$ cat src/rtl/ctm_pkg.sv
// Package of register offsets, field positions and constants for the compact timer.
package ctm_pkg;
    // Register byte addresses on the AXI4-Lite bus.
    localparam logic [4:0] CTM_OFS_CTRL0 = 5'h00;
    localparam logic [4:0] CTM_OFS_CTRL1 = 5'h04;
    localparam logic [4:0] CTM_OFS_CNTL = 5'h08;
    localparam logic [4:0] CTM_OFS_CNTH = 5'h0C;
    localparam logic [4:0] CTM_OFS_CMPL = 5'h10;
    localparam logic [4:0] CTM_OFS_CMPH = 5'h14;
    localparam logic [4:0] CTM_OFS_PINEN = 5'h18;
    localparam int CTM_ADDR_W = 5;
    localparam int CTM_CNT_W = 10;
    // Control register 0 fields.
    localparam int CTM_C0_HOLD = 7;
    localparam int CTM_C0_CKS_LO = 4;
    localparam int CTM_C0_RUN = 3;
    // Control register 1 fields.
    localparam int CTM_C1_MODE_LO = 6;
    localparam int CTM_C1_IO_LO = 4;
    localparam int CTM_C1_OC = 3;
    localparam int CTM_C1_POL = 2;
    localparam int CTM_C1_DPX = 1;
    localparam int CTM_C1_CCLR = 0;
    localparam logic [7:0] CTM_REG_RST = 8'h00;
    localparam logic [7:0] CTM_PINEN_MASK = 8'h0F;
    // Clock select codes.
    localparam logic [2:0] CTM_CKS_SYS4 = 3'h0;
    localparam logic [2:0] CTM_CKS_SYS = 3'h1;
    localparam logic [2:0] CTM_CKS_H16 = 3'h2;
    localparam logic [2:0] CTM_CKS_H64 = 3'h3;
    localparam logic [2:0] CTM_CKS_SUBA = 3'h4;
    localparam logic [2:0] CTM_CKS_SUBB = 3'h5;
    localparam logic [2:0] CTM_CKS_EXTR = 3'h6;
    localparam logic [2:0] CTM_CKS_EXTF = 3'h7;
    localparam logic [5:0] CTM_DIV_SYS4 = 6'h03;
    localparam logic [5:0] CTM_DIV_H16 = 6'h0F;
    localparam logic [5:0] CTM_DIV_H64 = 6'h3F;
    // Mode codes.
    localparam logic [1:0] CTM_MODE_CMP = 2'h0;
    localparam logic [1:0] CTM_MODE_PWM = 2'h2;
    localparam logic [1:0] CTM_MODE_TMR = 2'h3;
    // Output action codes.
    localparam logic [1:0] CTM_IO_LOW = 2'h1;
    localparam logic [1:0] CTM_IO_HIGH = 2'h2;
    localparam logic [1:0] CTM_IO_TOG = 2'h3;
    localparam logic [1:0] AXI_OKAY = 2'h0;
    localparam logic [1:0] AXI_SLVERR = 2'h2;
    localparam logic [9:0] CTM_CNT_MAX = 10'h3FF;
endpackage : ctm_pkg

$ cat src/rtl/ctm_tick.sv
// Timer clock tick generator with clock source selection.
`timescale 1ns/100ps
module ctm_tick (
    // Clock and reset.
    input wire logic aclk,
    input wire logic aresetn,
    // Clock sources.
    input wire logic [2:0] cks,
    input wire logic sub_clk_in,
    input wire logic ext_count_input,
    // Tick out, one cycle.
    output logic tick_r
);
    import ctm_pkg::*;

    logic [5:0] div_r;
    logic sub_d_r;
    logic ext_d_r;
    wire logic sub_rise = sub_clk_in & ~sub_d_r;
    wire logic ext_rise = ext_count_input & ~ext_d_r;
    wire logic ext_fall = ~ext_count_input & ext_d_r;
    logic tick_nxt;

    // RULE1 RULE17 clock source mux
    always_comb begin
        tick_nxt = 1'b0;
        case (cks)
            CTM_CKS_SYS4: tick_nxt = (div_r[1:0] == CTM_DIV_SYS4[1:0]);
            CTM_CKS_SYS: tick_nxt = 1'b1;
            CTM_CKS_H16: tick_nxt = (div_r[3:0] == CTM_DIV_H16[3:0]);
            CTM_CKS_H64: tick_nxt = (div_r == CTM_DIV_H64);
            CTM_CKS_SUBA, CTM_CKS_SUBB: tick_nxt = sub_rise;
            // RULE2 external edge choice
            CTM_CKS_EXTR: tick_nxt = ext_rise;
            CTM_CKS_EXTF: tick_nxt = ext_fall;
            default: tick_nxt = 1'b0;
        endcase
    end

    always_ff @(posedge aclk) begin
        if (!aresetn) begin
            div_r <= 6'h00;
            sub_d_r <= 1'b0;
            ext_d_r <= 1'b0;
            tick_r <= 1'b0;
        end else begin
            div_r <= div_r + 6'h01;
            sub_d_r <= sub_clk_in;
            ext_d_r <= ext_count_input;
            tick_r <= tick_nxt;
        end
    end
endmodule : ctm_tick

$ cat src/rtl/ctm_timer.sv
// Compact 10-bit timer with AXI4-Lite registers and two output pins.
`timescale 1ns/100ps
//
// Overview of operation
// RULE1 - Counter clock is chosen by a three-bit clock select field.
// RULE2 - External count input counts on rising or falling edge as chosen.
// RULE3 - Comparators A and P each raise their own interrupt request on match.
// RULE4 - Compare output mode drives output high, low or toggles on match.
// RULE5 - Pin enable bit routes timer output to pin, else other function. The second pin gets the inverted timer output.
// RULE6 - Pin enable register holds enables in bits 3..0, upper bits zero.
// RULE7 - Low-byte compare write fills buffer; high write commits both bytes.
// RULE8 - High-byte read captures low byte into buffer; low read returns it.
// RULE9 - Software writes low then high, reads high then low.
// RULE10 - A 10-bit up counter advances once per timer clock.
// RULE11 - P compares 3 bits with counter top bits; A compares all ten.
// RULE12 - Counter not writable; run bit rising clears it to zero.
// RULE13 - Overflow or selected comparator match clears counter and interrupts.
// RULE14 - Hold bit freezes counter; clearing resumes from the kept value.
// RULE15 - Counter pair read-only, compare A pair read/write, two controls.
// RULE16 - Modes are compare output, timer/counter and PWM output.
// RULE17 - Clock select codes map to divided, sub and external edge sources.
// RULE18 - Period code gives P match at code times 128; zero is 1024.
// RULE19 - Mode field 00 compare output, 10 PWM, 11 timer/counter.
// RULE20 - Clear select one uses A match; zero uses P match or overflow.
// RULE21 - Each comparator interrupt is a single-cycle pulse.
module ctm_timer (
    // Clock and reset.
    input wire logic aclk,
    input wire logic aresetn,
    // AXI4-Lite write address.
    input wire logic [ctm_pkg::CTM_ADDR_W-1:0] s_axi_awaddr,
    input wire logic s_axi_awvalid,
    output logic s_axi_awready,
    // AXI4-Lite write data.
    input wire logic [31:0] s_axi_wdata,
    input wire logic [3:0] s_axi_wstrb,
    input wire logic s_axi_wvalid,
    output logic s_axi_wready,
    // AXI4-Lite write response.
    output logic [1:0] s_axi_bresp,
    output logic s_axi_bvalid,
    input wire logic s_axi_bready,
    // AXI4-Lite read address.
    input wire logic [ctm_pkg::CTM_ADDR_W-1:0] s_axi_araddr,
    input wire logic s_axi_arvalid,
    output logic s_axi_arready,
    // AXI4-Lite read data.
    output logic [31:0] s_axi_rdata,
    output logic [1:0] s_axi_rresp,
    output logic s_axi_rvalid,
    input wire logic s_axi_rready,
    // Clock sources.
    input wire logic sub_clk_in,
    input wire logic ext_count_input,
    // Shared output pins and their other functions.
    input wire logic alt_first,
    input wire logic alt_second,
    output logic timer_out_first,
    output logic timer_out_second,
    // Comparator interrupt pulses.
    output logic irq_a,
    output logic irq_p
);
    import ctm_pkg::*;

    ////////////////////////////////////////////////////////////////////////////
    // Registers and state.
    logic [7:0] ctrl0_r;
    logic [7:0] ctrl1_r;
    logic [7:0] pinen_r;
    logic [9:0] cmpa_r;
    logic [7:0] buf_r;
    logic [9:0] cnt_r;
    logic run_d_r;
    logic tout_r;
    logic aw_ok_r;
    logic w_ok_r;
    logic [CTM_ADDR_W-1:0] awaddr_r;
    logic [7:0] wbyte_r;
    logic wstb_r;
    logic tick;

    wire logic run = ctrl0_r[CTM_C0_RUN];
    wire logic hold = ctrl0_r[CTM_C0_HOLD];
    wire logic [2:0] cks = ctrl0_r[CTM_C0_CKS_LO +: 3];
    wire logic [2:0] pcode = ctrl0_r[2:0];
    wire logic [1:0] mode = ctrl1_r[CTM_C1_MODE_LO +: 2];
    wire logic [1:0] io = ctrl1_r[CTM_C1_IO_LO +: 2];
    wire logic oc = ctrl1_r[CTM_C1_OC];
    wire logic pol = ctrl1_r[CTM_C1_POL];
    wire logic dpx = ctrl1_r[CTM_C1_DPX];
    wire logic cclr = ctrl1_r[CTM_C1_CCLR];

    ctm_tick u_tick (
        .aclk(aclk),
        .aresetn(aresetn),
        .cks(cks),
        .sub_clk_in(sub_clk_in),
        .ext_count_input(ext_count_input),
        .tick_r(tick)
    );

    ////////////////////////////////////////////////////////////////////////////
    // Counter and comparators.
    wire logic run_rise = run & ~run_d_r;
    wire logic step = run & ~hold & tick;
    wire logic [9:0] cnt_inc = cnt_r + 10'h001;
    // RULE11 comparator matches
    wire logic match_a = step && (cnt_inc == cmpa_r);
    // RULE18 period code match
    wire logic match_p = step && (pcode != 3'h0) && (cnt_inc[9:7] == pcode) &&
                         (cnt_inc[6:0] == 7'h00);
    wire logic ovf = step && (cnt_r == CTM_CNT_MAX);
    // RULE19 mode field decode
    wire logic pwm_mode = (mode == CTM_MODE_PWM);
    // RULE20 clear source select
    wire logic clr_sel = pwm_mode ? dpx : cclr;
    wire logic clr_a = clr_sel & match_a;
    wire logic clr_p = ~clr_sel & (match_p | (ovf & (pcode == 3'h0)));
    // Duty match in PWM is the comparator that does not set the period.
    wire logic duty_hit = dpx ? match_p : match_a;
    wire logic [9:0] cnt_nxt = run_rise ? 10'h000 :
                               (clr_a | clr_p) ? 10'h000 :
                               step ? cnt_inc : cnt_r;
    wire logic clr_any = clr_a | clr_p;

    ////////////////////////////////////////////////////////////////////////////
    // Output pin logic.
    logic tout_nxt;
    always_comb begin
        tout_nxt = tout_r;
        case (mode)
            // RULE16 compare output mode
            CTM_MODE_CMP: begin
                // RULE4 output action on match
                if (run_rise) begin
                    tout_nxt = oc;
                end else if (match_a) begin
                    if (io == CTM_IO_LOW) tout_nxt = 1'b0;
                    else if (io == CTM_IO_HIGH) tout_nxt = 1'b1;
                    else if (io == CTM_IO_TOG) tout_nxt = ~tout_r;
                end
            end
            CTM_MODE_PWM: begin
                if (io == CTM_IO_HIGH) begin
                    if (run_rise || clr_any) tout_nxt = oc;
                    else if (duty_hit) tout_nxt = ~oc;
                end else begin
                    tout_nxt = (io == CTM_IO_LOW) ? oc : ~oc;
                end
            end
            default: tout_nxt = 1'b0;
        endcase
    end
    wire logic tout_pin = (mode == CTM_MODE_TMR) ? 1'b0 : (tout_r ^ pol);

    always_ff @(posedge aclk) begin
        if (!aresetn) begin
            cnt_r <= 10'h000;
            run_d_r <= 1'b0;
            tout_r <= 1'b0;
            irq_a <= 1'b0;
            irq_p <= 1'b0;
            timer_out_first <= 1'b0;
            timer_out_second <= 1'b0;
        end else begin
            // RULE10 RULE12 RULE13 RULE14 counter update
            cnt_r <= cnt_nxt;
            run_d_r <= run;
            tout_r <= tout_nxt;
            // RULE3 RULE21 interrupt pulses
            irq_a <= match_a;
            irq_p <= match_p | (ovf & (pcode == 3'h0));
            // RULE5 pin routing
            timer_out_first <= pinen_r[0] ? tout_pin : alt_first;
            timer_out_second <= pinen_r[1] ? ~tout_pin : alt_second;
        end
    end

    ////////////////////////////////////////////////////////////////////////////
    // AXI4-Lite slave.
    wire logic aw_take = s_axi_awvalid & s_axi_awready;
    wire logic w_take = s_axi_wvalid & s_axi_wready;
    wire logic wr_go = aw_ok_r & w_ok_r & ~s_axi_bvalid;
    // A write with byte lane 0 off is answered but changes nothing.
    wire logic wr_en = wr_go & wstb_r;
    wire logic [CTM_ADDR_W-1:0] wa = awaddr_r;
    wire logic wr_c0 = wr_en && (wa == CTM_OFS_CTRL0);
    wire logic wr_c1 = wr_en && (wa == CTM_OFS_CTRL1);
    wire logic wr_al = wr_en && (wa == CTM_OFS_CMPL);
    wire logic wr_ah = wr_en && (wa == CTM_OFS_CMPH);
    wire logic wr_pe = wr_en && (wa == CTM_OFS_PINEN);
    wire logic wr_hit = (wa == CTM_OFS_CTRL0) || (wa == CTM_OFS_CTRL1) ||
                        (wa == CTM_OFS_CNTL) || (wa == CTM_OFS_CNTH) ||
                        (wa == CTM_OFS_CMPL) || (wa == CTM_OFS_CMPH) || (wa == CTM_OFS_PINEN);
    wire logic rd_go = s_axi_arvalid & s_axi_arready;
    wire logic [CTM_ADDR_W-1:0] ra = s_axi_araddr;
    logic [7:0] rbyte;
    logic rd_ok;
    // RULE15 RULE6 read decode
    always_comb begin
        rbyte = 8'h00;
        rd_ok = 1'b1;
        if (ra == CTM_OFS_CTRL0) begin
            rbyte = ctrl0_r;
        end else if (ra == CTM_OFS_CTRL1) begin
            rbyte = ctrl1_r;
        end else if (ra == CTM_OFS_CNTL || ra == CTM_OFS_CMPL) begin
            rbyte = buf_r;
        end else if (ra == CTM_OFS_CNTH) begin
            rbyte = {6'h00, cnt_r[9:8]};
        end else if (ra == CTM_OFS_CMPH) begin
            rbyte = {6'h00, cmpa_r[9:8]};
        end else if (ra == CTM_OFS_PINEN) begin
            rbyte = pinen_r & CTM_PINEN_MASK;
        end else begin
            rd_ok = 1'b0;
        end
    end
    // RULE8 high read captures low
    wire logic cap_cnt = rd_go && (ra == CTM_OFS_CNTH);
    wire logic cap_cmp = rd_go && (ra == CTM_OFS_CMPH);

    always_ff @(posedge aclk) begin
        if (!aresetn) begin
            s_axi_awready <= 1'b1;
            s_axi_wready <= 1'b1;
            aw_ok_r <= 1'b0;
            w_ok_r <= 1'b0;
            awaddr_r <= '0;
            wbyte_r <= 8'h00;
            wstb_r <= 1'b0;
            s_axi_bvalid <= 1'b0;
            s_axi_bresp <= AXI_OKAY;
        end else begin
            if (aw_take) begin
                awaddr_r <= s_axi_awaddr;
                aw_ok_r <= 1'b1;
                s_axi_awready <= 1'b0;
            end
            if (w_take) begin
                wbyte_r <= s_axi_wdata[7:0];
                wstb_r <= s_axi_wstrb[0];
                w_ok_r <= 1'b1;
                s_axi_wready <= 1'b0;
            end
            if (wr_go) begin
                aw_ok_r <= 1'b0;
                w_ok_r <= 1'b0;
                s_axi_bvalid <= 1'b1;
                s_axi_bresp <= wr_hit ? AXI_OKAY : AXI_SLVERR;
            end
            if (s_axi_bvalid && s_axi_bready) begin
                s_axi_bvalid <= 1'b0;
                s_axi_awready <= 1'b1;
                s_axi_wready <= 1'b1;
            end
        end
    end

    always_ff @(posedge aclk) begin
        if (!aresetn) begin
            ctrl0_r <= CTM_REG_RST;
            ctrl1_r <= CTM_REG_RST;
            pinen_r <= CTM_REG_RST;
            cmpa_r <= 10'h000;
            buf_r <= 8'h00;
        end else begin
            if (wr_c0) ctrl0_r <= wbyte_r;
            if (wr_c1) ctrl1_r <= wbyte_r;
            // RULE6 pin enable width
            if (wr_pe) pinen_r <= wbyte_r & CTM_PINEN_MASK;
            // RULE7 buffered compare write
            if (wr_al) buf_r <= wbyte_r;
            if (wr_ah) cmpa_r <= {wbyte_r[1:0], buf_r};
            if (cap_cnt) buf_r <= cnt_r[7:0];
            if (cap_cmp) buf_r <= cmpa_r[7:0];
        end
    end

    always_ff @(posedge aclk) begin
        if (!aresetn) begin
            s_axi_arready <= 1'b1;
            s_axi_rvalid <= 1'b0;
            s_axi_rdata <= 32'h0000_0000;
            s_axi_rresp <= AXI_OKAY;
        end else begin
            if (rd_go) begin
                s_axi_arready <= 1'b0;
                s_axi_rvalid <= 1'b1;
                s_axi_rdata <= {24'h00_0000, rbyte};
                s_axi_rresp <= rd_ok ? AXI_OKAY : AXI_SLVERR;
            end else if (s_axi_rvalid && s_axi_rready) begin
                s_axi_rvalid <= 1'b0;
                s_axi_arready <= 1'b1;
            end
        end
    end

    ////////////////////////////////////////////////////////////////////////////
    // Checks.
    // RULE12 run edge clears
    AST_RUN_CLEAR: assert property (@(posedge aclk) disable iff (!aresetn)
        (run && !run_d_r) |=> (cnt_r == 10'h000)) // RULE12
        else $error("counter not cleared on run rise");
    // RULE14 hold freezes count
    AST_HOLD: assert property (@(posedge aclk) disable iff (!aresetn)
        (hold && run_d_r && run) |=> $stable(cnt_r)) // RULE14
        else $error("counter moved while held");
    // RULE10 one step per tick
    AST_STEP: assert property (@(posedge aclk) disable iff (!aresetn)
        (run && run_d_r && !hold && !tick) |=> $stable(cnt_r)) // RULE10
        else $error("counter moved without tick");
    // RULE21 single pulse
    AST_IRQA_PULSE: assert property (@(posedge aclk) disable iff (!aresetn)
        irq_a && !match_a |=> !irq_a) // RULE21
        else $error("irq_a longer than a cycle");
    // RULE3 match raises irq
    AST_IRQ_P: assert property (@(posedge aclk) disable iff (!aresetn)
        match_p |=> irq_p) // RULE3
        else $error("P match did not raise irq_p");
    // RULE20 A clears counter
    AST_CLR_A: assert property (@(posedge aclk) disable iff (!aresetn)
        (match_a && clr_sel) |=> (cnt_r == 10'h000)) // RULE20
        else $error("A match did not clear counter");
    // RULE6 upper bits read zero
    AST_PINEN: assert property (@(posedge aclk) disable iff (!aresetn)
        pinen_r[7:4] == 4'h0) // RULE6
        else $error("pin enable upper bits set");
    // RULE5 disabled pin passes alternate
    AST_PIN_ALT: assert property (@(posedge aclk) disable iff (!aresetn)
        !pinen_r[0] |=> (timer_out_first == $past(alt_first))) // RULE5
        else $error("pin not on alternate function");
endmodule : ctm_timer

$ cat config.mk
export PLATFORM = sky130hd
export DESIGN_NAME = ctm_timer
export DESIGN_NICKNAME = d
export VERILOG_FILES = /design/src/rtl/ctm_pkg.sv /design/src/rtl/ctm_tick.sv /design/src/rtl/ctm_timer.sv
export SDC_FILE = /design/constraint.sdc
export NUM_CORES = 1
export LEC_CHECK = 0
export ABC_CLOCK_PERIOD_IN_PS = 3000
export BUFFER_PORTS_ARGS = -buffer_cell sky130_fd_sc_hd__buf_4
export CAP_MARGIN = 20
export CORE_MARGIN = 2
export CORE_UTILIZATION = 57
export CTS_BUF_LIST = sky130_fd_sc_hd__clkbuf_4 sky130_fd_sc_hd__clkbuf_8
export DETAILED_ROUTE_END_ITERATION = 10
export GPL_TIMING_DRIVEN = 1
export HOLD_SLACK_MARGIN = 0.05
export PLACE_DENSITY_LB_ADDON = 0.2
export SETUP_SLACK_MARGIN = 0.05
export SLEW_MARGIN = 15
export SYNTH_ARGS = -nofsm -noshare
export SYNTH_HDL_FRONTEND = slang
export SYNTH_SLANG_ARGS = --single-unit
export TNS_END_PERCENT = 30
$ cat constraint.sdc
create_clock -name aclk -period 3 [get_ports aclk]
set_input_delay 0.6 -clock aclk [delete_from_list [all_inputs] [get_ports aclk]]
set_output_delay 0.6 -clock aclk [all_outputs]
set_load 0.1 [all_outputs]
# After elaboration in Yosys (flattened, before gate mapping)
# Index checks and enable logic that the tools add are counted.
[totals] reg_bits=96 inputBits=57 wordCells=166
[classes] n_addsub=2 eq_ne=33 n_mux=37 bitwise=29 n_reduce_logical=36
[op_table] cell="two-way mux 8 bit" count=6
[op_table] cell="equality test 5 bit, second input constant" count=6
[op_table] cell="two-way mux 1 bit" count=24
[op_table] cell="equality test 5 x 4 -> 1 bit, second input constant" count=4
[op_table] cell="bitwise AND 1 bit" count=15
[op_table] cell="logical AND 1 bit" count=14
[op_table] cell="equality test 3 bit, second input constant" count=4
[op_table] cell="two-way mux 4 bit" count=3
[op_table] cell="NOT 1 bit" count=11
[op_table] cell="adder 10 x 1 -> 10 bit, second input constant" count=1
[op_table] cell="equality test 10 bit" count=1
[op_table] cell="equality test 10 bit, second input constant" count=1
[op_table] cell="equality test 2 bit, second input constant" count=5
[op_table] cell="equality test 5 x 3 -> 1 bit, second input constant" count=2
[op_table] cell="zero test 5 bit" count=2
[op_table] cell="logical OR 1 bit" count=8
[op_table] cell="zero test 7 bit" count=1
[op_table] cell="case mux 1 bit (7 select lines)" count=1
[op_table] cell="adder 6 x 1 -> 6 bit, second input constant" count=1
[op_table] cell="equality test 3 x 2 -> 1 bit, second input constant" count=2
[op_table] cell="equality test 6 bit, second input constant" count=1
[op_table] cell="zero test 3 bit" count=2
[op_table] cell="nonzero test 3 bit" count=2
[op_table] cell="OR reduction 2 bit" count=3
[op_table] cell="other kinds (15)" count=17

# Logic depth before layout (Yosys ltp)
# Gate-level depths: netlist of the first run.
[logic_depth] ltp_word=13 mapped_depth=10

# By module
# From an unflattened synthesis of the first run, not the netlist that was laid out.
[hier_totals] cells_unflattened=577 area_unflattened_um2=4943.5
[by_module_without_submodules] mod="ctm_timer" instances=1 cells_each=541 area_each_um2=4576.9 seq_area_each_um2=1701.6
[by_module_without_submodules] mod="ctm_tick" instances=1 cells_each=36 area_each_um2=366.6 seq_area_each_um2=180.2

# Least setup slack after synthesis of the first run
# OpenSTA, ideal clock, no wires.
[synth_timing] path_kind="reg2reg" from="register s_axi_arready" to="register buf_r[7]" setup_ps=65 t_arrival_ps=2604 required_ps=2935 setup_slack_ps=331 path_stages_with_launch=11 n_path_buf=2 synth_period_minus_slack_ps=2669 cell_sequence="dfxtp_1 and2_1 buf_2 nand3_1 or3b_1 clkbuf_1 nor2_1 a21oi_1 a211oi_1 a21oi_1 nor2_1"
[synth_between] elab_chain_len=4 word_cells_on_any_way=6 classes_between="mux (2); bitwise (1); reduce/logical (3)"
[synth_lines] element="start: declaration" line="ctm_timer.sv:46" rtl="output logic s_axi_arready,"
[synth_lines] element="start signal: assignment" line="ctm_timer.sv:283" rtl="s_axi_arready <= 1'b1;"
[synth_lines] element="start signal: assignment" line="ctm_timer.sv:289" rtl="s_axi_arready <= 1'b0;"
[synth_lines] element="start signal: assignment" line="ctm_timer.sv:295" rtl="s_axi_arready <= 1'b1;"
[synth_lines] element="bitwise AND 1 bit *" line="ctm_timer.sv:196" rtl="wire logic rd_go = s_axi_arvalid & s_axi_arready;"
[synth_lines] element="logical AND 1 bit" line="ctm_timer.sv:221" rtl="wire logic cap_cnt = rd_go && (ra == CTM_OFS_CNTH);"
[synth_lines] element="two-way mux 8 bit" line="ctm_timer.sv:276" rtl="if (cap_cnt) buf_r <= cnt_r[7:0];"
[synth_lines] element="two-way mux 8 bit" line="ctm_timer.sv:277" rtl="if (cap_cmp) buf_r <= cmpa_r[7:0];"
[synth_lines] element="end signal: assignment" line="ctm_timer.sv:274" rtl="if (wr_al) buf_r <= wbyte_r;"
[synth_lines] element="end signal: assignment" line="ctm_timer.sv:276"
[synth_lines] element="end signal: assignment" line="ctm_timer.sv:277"
[synth_lines] element="end: declaration" line="ctm_timer.sv:72" rtl="logic [7:0] buf_r;"
# Mark *: on every way between the ends. The rest lies on a longest branch, timed or not.
# A chain may end at the register's enable or synchronous reset.

# Worst setup path in the final report of the first run
[layout_timing] from="register cnt_r[1]" to="register tout_r"
[layout_between] elab_chain_len=11 word_cells_on_any_way=22 classes_between="add/sub (1); eq/ne (5); mux (4); bitwise (5); reduce/logical (7)"
[layout_lines] element="start: declaration" line="ctm_timer.sv:73" rtl="logic [9:0] cnt_r;"
[layout_lines] element="start signal: assignment" line="ctm_timer.sv:168" rtl="cnt_r <= cnt_nxt;"
[layout_lines] element="adder 10 x 1 -> 10 bit" line="ctm_timer.sv:107" rtl="wire logic [9:0] cnt_inc = cnt_r + 10'h001;"
[layout_lines] element="equality test 3 bit" line="ctm_timer.sv:111" rtl="wire logic match_p = step && (pcode != 3'h0) && (cnt_inc[9:7] == pcode) &&"
[layout_lines] element="logical AND 1 bit (2 in series)" line="ctm_timer.sv:111"
[layout_lines] element="bitwise OR 1 bit" line="ctm_timer.sv:119" rtl="wire logic clr_p = ~clr_sel & (match_p | (ovf & (pcode == 3'h0)));"
[layout_lines] element="bitwise AND 1 bit" line="ctm_timer.sv:119"
[layout_lines] element="bitwise OR 1 bit" line="ctm_timer.sv:125" rtl="wire logic clr_any = clr_a | clr_p;"
[layout_lines] element="logical OR 1 bit" line="ctm_timer.sv:146" rtl="if (run_rise || clr_any) tout_nxt = oc;"
[layout_lines] element="two-way mux 1 bit" line="ctm_timer.sv:146"
[layout_lines] element="two-way mux 1 bit" line="ctm_timer.sv:145" rtl="if (io == CTM_IO_HIGH) begin"
[layout_lines] element="case mux 1 bit (2 select lines)" line="ctm_timer.sv:132" rtl="case (mode)"
[layout_lines] element="end signal: assignment" line="ctm_timer.sv:170" rtl="tout_r <= tout_nxt;"
[layout_lines] element="end: declaration" line="ctm_timer.sv:75" rtl="logic tout_r;"
# Several ways; a longest one is shown, not always the timed one.

==> qor.txt, run 1 <==
YOSYS
--------------------------------------------------------------------------------------
Cells taking the most area after synthesis .............................. dfxtp_1, nor2_1, mux2i_1
Number of synthesized flops with an enable pin ..........................            0
Largest family of logic cells by synthesized area ....................... simple AND/OR/NAND/NOR gates
Proportion of synthesized area in mux cells .............................        8.13%
Post-synth top flop .....................................................      dfxtp_1
Synthesized-area fraction occupied by xor and xnor cells ................        5.78%
Warning count from the yosys run ........................................            0
Proportion of synthesized chip area in sequential cells .................        38.8%
Gate Count Post-Synth ...................................................          589
Number of distinct standard cells referenced by the synthesized netlist .           66
Cell type with the largest total area after synthesis ...................      dfxtp_1
Netlist Area Pre-Place ..................................................    4850 um^2
Register bit total from synthesis .......................................           94
Top-area cell type share of the netlist area ............................        38.8%
Compound-gate portion of the synthesized area ...........................        14.7%
Fraction of the mapped netlist area in simple logic gates ...............        23.5%
Post-synthesis async set-or-reset flop share ............................           0%
Synthesized-area fraction occupied by adder cells .......................       0.774%
Syn_area_per_cell .......................................................    8.23 um^2

PLACEMENT
--------------------------------------------------------------------------------------
Placed insts ............................................................          719
Placer congestion estimate ..............................................        0.890
Detailed-placement wirelength estimate ..................................      8.66 mm
Post-placement worst setup slack ........................................     0.357 ns
Total of buffers placed on input and output ports .......................           48

STA
--------------------------------------------------------------------------------------
Total of endpoints with negative setup slack in the final report ........            0
Clock period minus worst slack ..........................................      2.70 ns
Clock tree skew after final layout ......................................   0.00692 ns
Final worst setup slack .................................................     0.297 ns
Total count of hold-check failures in the final report ..................            0
Peak clock frequency supported by timing ................................    0.370 GHz
Tcrit/Tclk final ........................................................        90.1%
Transition time of the tightest slew-check pin ..........................     0.647 ns
RSZ-0062 raised after global routing ....................................           no
Slew headroom ...........................................................        56.7%
Max-slew violation count ................................................            0
Post-route setup TNS ....................................................         0 ns

PWR
--------------------------------------------------------------------------------------
Total power .............................................................    0.00261 W
Power share of the sequential group .....................................        50.3%
Cell-internal power .....................................................    0.00179 W
Fraction of power spent switching nets ..................................        31.5%
Peak ir drop on the vdd network .........................................   0.000412 V
Net Sw Power ............................................................   0.000823 W
Pwr dens ................................................................  486 nW/um^2
Fraction of power consumed by the clock network .........................        33.8%
Logic gate share of total power .........................................        15.9%
Reported leakage power ..................................................      2.12 nW

ROUTE
--------------------------------------------------------------------------------------
Post-route DRC ..........................................................            0
Drt first pass iters ....................................................            6
Antenna viol nets, final ................................................            0
Met3 wire len ...........................................................       696 um
Initial DRC Count .......................................................          303
Met2 Routed Length ......................................................      5.50 mm
Via density .............................................................         5.68
Via count ...............................................................         4174
Routed wirelength normalized by instance count ..........................      15.8 um
Final wirelength ........................................................      11.6 mm
Met1 layer wirelength in the final routing ..............................      5.12 mm
Uppermost signal routing layer after detailed routing ...................         met4

GLOBAL ROUTING
--------------------------------------------------------------------------------------
Vias in the first global route ..........................................         3920
Largest net degree at the start of global routing .......................           31
Grt total ovfl ..........................................................            0
First-pass GRT wire length ..............................................      18.9 mm
Number of antenna violations at the first check in global routing .......            0
Gr usage total ..........................................................        26.6%

CLOCK NETWORK
--------------------------------------------------------------------------------------
Worst-case clock buffer depth ...........................................            2
Root Driver .............................................................     clkbuf_8
# Post-CTS Setup Buffers ................................................            0
# H-tree levels .........................................................            3
Clock Pin Slew Worst Setup and Hold Paths ...............................      0.09 ns
CTS-repair resized insts ................................................            0
CTS Hold Bufs ...........................................................            0
TritonCTS clock tree ....................................................        built
Sinks on the clock net ..................................................           94
Clock latency reported for the late side of the worst-skew pair .........      0.36 ns
TritonCTS buffer count ..................................................            9

WORST HOLD PATH
--------------------------------------------------------------------------------------
Worst hold path depth ...................................................            2
Worst hold path endpoint ................................................ s_axi_wready
Min-delay worst type .................................................... input pin to flip-flop
Worst min-delay path startpoint ......................................... s_axi_wvalid

DIE
--------------------------------------------------------------------------------------
Initial cell density of the core ........................................        59.0%
Io pins .................................................................          102
Rows ....................................................................           33
Placeable core area .....................................................    8220 um^2
Width of the die ........................................................      96.2 um
Die footprint ...........................................................    9260 um^2
Die Span Y ..............................................................      96.2 um

CRITICAL PATH
--------------------------------------------------------------------------------------
Arrival time of data at the critical path endpoint ......................      2.95 ns
Worst setup path class .................................................. flip-flop to flip-flop
Kind of start point of the critical path ................................    flip-flop
Slowest stage delay, CP .................................................      0.50 ns
Cells along the critical path ........................................... ha_1 > nand4_2 > nor2_1 > mux2_1 > a21o_1 > or4_1 > mux2i_1 > o32a_1 > a211oi_2
Setup slack of the most critical reg-to-reg path ........................      0.30 ns
Worst-path fanout max ...................................................            7
Number of buffer and inverter instances along the worst setup path ......            0
Cell with the largest stage delay on the worst path .....................        or4_1
Path depth of the worst reg2reg path ....................................            9
Data required time at the worst endpoint ................................      3.25 ns
Critical R2R Capture ....................................................       tout_r
FF-to-FF Start ..........................................................     cnt_r[1]
Kind of cell adding the most delay to the critical path ................. simple AND/OR/NAND/NOR gates
Endpoint kind of the worst setup timing path ............................    flip-flop

STATUS
--------------------------------------------------------------------------------------
Result of the run .......................................................    completed

FINAL LAYOUT
--------------------------------------------------------------------------------------
Multi-input logic area ..................................................    2660 um^2
Net count reported at finish ............................................          685
Area Overhead vs Synth ..................................................        10.9%
Share of final-layout standard cells stronger than drive strength 1 .....        15.4%
Count of filler cells inserted in the layout ............................          717
Reg area ................................................................    1880 um^2
Total inserted antenna cells ............................................            0
Final non-filler cell total .............................................          735

RUN
--------------------------------------------------------------------------------------
Max-cap check violation count ...........................................            0

[per-stage QoR]
stage / hold WS, ns / utilization, % / instance area [um^2]
2_1_floorplan: 0.418 / - / 4940
3_3_place_gp: 0.433 / 62.9 / 5170
3_5_place_dp: 0.442 / 62.9 / 5170
4_1_cts: 0.409 / 65.5 / 5380
5_1_grt: 0.426 / 65.5 / 5380
6_report: 0.421 / 65.5 / 5380
[cell usage after synthesis, drive strengths merged (10+ instances only)]
cell	instances
xnor2	18
nor2	100
dfxtp	94
a211oi	14
mux2i	36
a22oi	10
xor2	14
nand2	55
clkbuf	19
a21oi	48
nand3	22
buf	39
o21ai	16
nor3	15
inv	12
[cell families (layout without fill, tap and decap cells)]
group                    after synthesis  in the layout
AND/OR/NAND/NOR                      240            240
adder cells (fa/ha/maj)                3              3
XOR/XNOR                              32             32
AO/OA/AOI/OAI                        110            110
flip-flops                            94             94
other                                  1             26
multiplexers                          39             39
buffers and inverters                 70             86
[power groups by stage]
stage               clock network [W]  registers [W]  logic, W
CTS                          0.000904        0.00131  0.000414
finish                       0.000884        0.00131  0.000414
global placement                    0        0.00134  0.000409
floorplan                           0        0.00143  0.000263
detailed placement                  0        0.00134  0.000413
global route                 0.000950        0.00132  0.000439
[cells in the final DEF, fill, tap and decap left out, drive strengths merged, types with 4 or more instances in the layout]
| cell type | instances |
|---|---|
| a211oi | 14 |
| a21oi | 48 |
| a22oi | 10 |
| and2 | 8 |
| buf | 58 |
| clkbuf | 11 |
| conb | 26 |
| dfxtp | 94 |
| inv | 14 |
| mux2i | 36 |
| nand2 | 55 |
| nand3 | 22 |
| nand4 | 8 |
| nor2 | 100 |
| nor2b | 7 |
| nor3 | 15 |
| nor4 | 4 |
| o21ai | 16 |
| xnor2 | 18 |
| xor2 | 14 |
[sequential cells by signal, indices dropped and copies added (netlist names), 4 cells and up]
signal,cells
ctrl0_r,8
s_axi_rdata,8
u_tick.div_r,6
awaddr_r,5
ctrl1_r,8
pinen_r,4
cmpa_r,10
wbyte_r,8
buf_r,8
cnt_r,10
[layout make-up]
class | instances | share of cell area (%)
tap | 105 | 2.44
sequential | 94 | 35.0
clock buffer | 11 | 2.70
timing repair buffer | 58 | 8.33
clock inverter | 5 | 1.23
multi-input combinational | 450 | 49.5
inverter | 12 | 0.837
[routing by layer]
metal / up-vias / global-route usage [%]
met3: 24 / 5.25
li1: 2047 / -
met5: - / 0
met1: 1958 / 34.3
met4: 0 / 9.17
met2: 145 / 44.4
[worst max path at each step]
stage | startpoint | end | slack (ns) | cells after the start
after CTS | cnt_r[0] | tout_r | 0.33 | 9
after global routing | cnt_r[2] | tout_r | 0.12 | 8
after floorplan | s_axi_arready | buf_r[7] | 0.33 | 10
final | cnt_r[1] | tout_r | 0.30 | 9
after global placement | cnt_r[2] | tout_r | 0.40 | 8
after detailed placement | cnt_r[0] | tout_r | 0.36 | 9
(Power assumes the default switching activity.)
==> run 2: changes to the inputs <==
--- a/config.mk
+++ b/config.mk
@@ -6,7 +6,7 @@
 export NUM_CORES = 1
 export LEC_CHECK = 0
 export ABC_CLOCK_PERIOD_IN_PS = 3000
-export BUFFER_PORTS_ARGS = -buffer_cell sky130_fd_sc_hd__buf_4
+export BUFFER_PORTS_ARGS = -buffer_cell sky130_fd_sc_hd__buf_2
 export CAP_MARGIN = 20
 export CORE_MARGIN = 2
 export CORE_UTILIZATION = 57
==> qor.txt, run 2 (synthesis gave the netlist of run 1 again) <==
STATUS
----------------------------------------------------------------------------------
Result of the run ...................................................    completed   unchanged

GLOBAL ROUTING
----------------------------------------------------------------------------------
Largest net degree at the start of global routing ...................           41   was 31
Gr usage total ......................................................        25.7%   was 26.6%
Grt total ovfl ......................................................            0   unchanged
Vias in the first global route ......................................         3789   was 3920
First-pass GRT wire length ..........................................      18.4 mm   was 18.9 mm
Number of antenna violations at the first check in global routing ...            0   unchanged

CLOCK NETWORK
----------------------------------------------------------------------------------
Clock latency reported for the late side of the worst-skew pair .....      0.37 ns   was 0.36 ns
# H-tree levels .....................................................            3   unchanged
Root Driver .........................................................     clkbuf_8   unchanged
Clock Pin Slew Worst Setup and Hold Paths ...........................      0.10 ns   was 0.09 ns
TritonCTS buffer count ..............................................            9   unchanged
CTS-repair resized insts ............................................            0   unchanged
CTS Hold Bufs .......................................................            0   unchanged
Sinks on the clock net ..............................................           94   unchanged
# Post-CTS Setup Buffers ............................................            0   unchanged
Worst-case clock buffer depth .......................................            2   unchanged
TritonCTS clock tree ................................................        built   unchanged

PWR
----------------------------------------------------------------------------------
Peak ir drop on the vdd network .....................................   0.000300 V   was 0.000412 V
Pwr dens ............................................................  497 nW/um^2   was 486 nW/um^2
Reported leakage power ..............................................      2.08 nW   was 2.12 nW

FINAL LAYOUT
----------------------------------------------------------------------------------
Area Overhead vs Synth ..............................................        8.23%   was 10.9%
Share of final-layout standard cells stronger than drive strength 1 .        15.1%   was 15.4%
Largest registers ranked by flip-flop count ......................... cmpa_r x10, cnt_r x10   unchanged
Most frequent cells in the layout ................................... nor2_1, dfxtp_1, nand2_1   was nor2_1, dfxtp_1, buf_4
Final cell area excluding filler cells ..............................    5250 um^2   was 5380 um^2
Total inserted antenna cells ........................................            0   unchanged
Most common library cell in the layout ignoring fill and taps .......       nor2_1   unchanged
Net count reported at finish ........................................          683   was 685

CRITICAL PATH
----------------------------------------------------------------------------------
Arrival time of data at the critical path endpoint ..................      2.98 ns   was 2.95 ns
Data required time at the worst endpoint ............................      3.26 ns   was 3.25 ns
Critical R2R Capture ................................................       tout_r   unchanged
Slowest stage delay, CP .............................................      0.65 ns   was 0.50 ns
Worst setup path class .............................................. flip-flop to flip-flop   unchanged
Worst-path fanout max ...............................................           11   was 7
FF-to-FF Start ......................................................     cnt_r[2]   was cnt_r[1]
Setup slack of the most critical reg-to-reg path ....................      0.28 ns   was 0.30 ns
Cell with the largest stage delay on the worst path .................      dfxtp_1   was or4_1
Kind of start point of the critical path ............................    flip-flop   unchanged
Endpoint kind of the worst setup timing path ........................    flip-flop   unchanged
Path depth of the worst reg2reg path ................................            8   was 9
Cells along the critical path ....................................... nand4_2 > nor2_1 > mux2_1 > a21o_1 > or4_1 > mux2i_1 > o32a_1 > a211oi_2   was ha_1 > nand4_2 > nor2_1 > mux2_1 > a21o_1 > or4_1 > mux2i_1 > o32a_1 > a211oi_2

STA
----------------------------------------------------------------------------------
Peak clock frequency supported by timing ............................    0.368 GHz   was 0.370 GHz
Slew headroom .......................................................        40.2%   was 56.7%
Transition time of the tightest slew-check pin ......................     0.897 ns   was 0.647 ns
Max-slew violation count ............................................            0   unchanged
Tcrit/Tclk final ....................................................        90.7%   was 90.1%
Total of endpoints with negative setup slack in the final report ....            0   unchanged
Clock tree skew after final layout ..................................    0.0120 ns   was 0.00692 ns
Total count of hold-check failures in the final report ..............            0   unchanged
Post-route setup TNS ................................................         0 ns   unchanged
RSZ-0062 raised after global routing ................................           no   unchanged
Clock period minus worst slack ......................................      2.72 ns   was 2.70 ns

DIE
----------------------------------------------------------------------------------
Width of the die ....................................................      96.2 um   unchanged
Io pins .............................................................          102   unchanged
Placeable core area .................................................    8220 um^2   unchanged
Rows ................................................................           33   unchanged
Die footprint .......................................................    9260 um^2   unchanged
Die Span Y ..........................................................      96.2 um   unchanged
Initial cell density of the core ....................................        59.0%   unchanged

PLACEMENT
----------------------------------------------------------------------------------
Dpl cell area .......................................................    5030 um^2   was 5170 um^2
Detailed-placement wirelength estimate ..............................      8.46 mm   was 8.66 mm
Placer congestion estimate ..........................................        0.879   was 0.890
Total of buffers placed on input and output ports ...................           48   unchanged

WORST HOLD PATH
----------------------------------------------------------------------------------
Worst hold path depth ...............................................            2   unchanged
Worst min-delay path startpoint ..................................... s_axi_wvalid   unchanged
Worst hold path endpoint ............................................ s_axi_wready   unchanged
Min-delay worst type ................................................ input pin to flip-flop   unchanged

RUN
----------------------------------------------------------------------------------
Max-cap check violation count .......................................            0   unchanged

ROUTE
----------------------------------------------------------------------------------
Via count ...........................................................         4153   was 4174
Routed wirelength normalized by instance count ......................      15.7 um   was 15.8 um
Drt first pass iters ................................................            6   unchanged
Antenna viol nets, final ............................................            0   unchanged
Post-route DRC ......................................................            0   unchanged
Initial DRC Count ...................................................          291   was 303
Via density .........................................................         5.67   was 5.68
Final wirelength ....................................................      11.5 mm   was 11.6 mm

## run 2: changes by cell type in the layout (fill, tap and decap cells not counted)
cell        delta
clkinvlp_4     +1
inv_8          +1
clkbuf_4       -1
buf_2         +48
buf_4         -50
clkbuf_8       -1
clkinv_4       -1
clkinv_8       +1
## run 2: per-layer routing
layer	GRT usage, %	vias up	share of wire [%]
met2	42.4	142	48
met3	4.78	21	5.7
met4	6.90	0	1.4
li1	-	2041	-
met5	0	-	0
met1	34.5	1949	45
## run 2: worst max-delay path by stage
stage	start	endpoint	slack (ns)	cells past startpoint
3_3_place_gp	cnt_r[2]	tout_r	0.40	8
2_1_floorplan	s_axi_arready	buf_r[7]	0.33	10
4_1_cts	cnt_r[2]	tout_r	0.31	8
5_1_grt	cnt_r[2]	tout_r	0.09	8
3_5_place_dp	cnt_r[2]	tout_r	0.34	8
6_report	cnt_r[2]	tout_r	0.28	8
## run 2: critical path: cells and delay by family, from the launching register on
kind	cells	cell delay (ns)
flip-flops	1	0.65
AO/OA/AOI/OAI	3	0.42
AND/OR/NAND/NOR	3	0.95
multiplexers	2	0.59
## run 2: area by class of cell
class / instances / area [um^2]
clock inverters: 7 / 92.6
inverters: 12 / 45.0
fillers: 748 / 2970
flip-flops and latches: 94 / 1880
clock buffers: 9 / 124
well taps: 105 / 131
multi-input cells: 450 / 2660
repair buffers: 56 / 313
## run 2: where the power goes
part           internal (W)  leakage (nW)  switching, W
clock network      0.000407         0.103      0.000494
logic             0.0000621          1.22      0.000332
registers           0.00128         0.764     0.0000326
## run 2: through the flow
stage	util [%]	power [W]	hold WS, ns	cells	setup WS (ns)
6_report	63.9	0.00261	0.441	733	0.279
5_1_grt	63.9	0.00271	0.442	733	0.0933
4_1_cts	63.9	0.00262	0.437	733	0.307
3_5_place_dp	61.2	0.00173	0.437	717	0.338
3_3_place_gp	61.2	0.00173	0.432	717	0.402
2_1_floorplan	-	0.00169	0.418	614	0.331
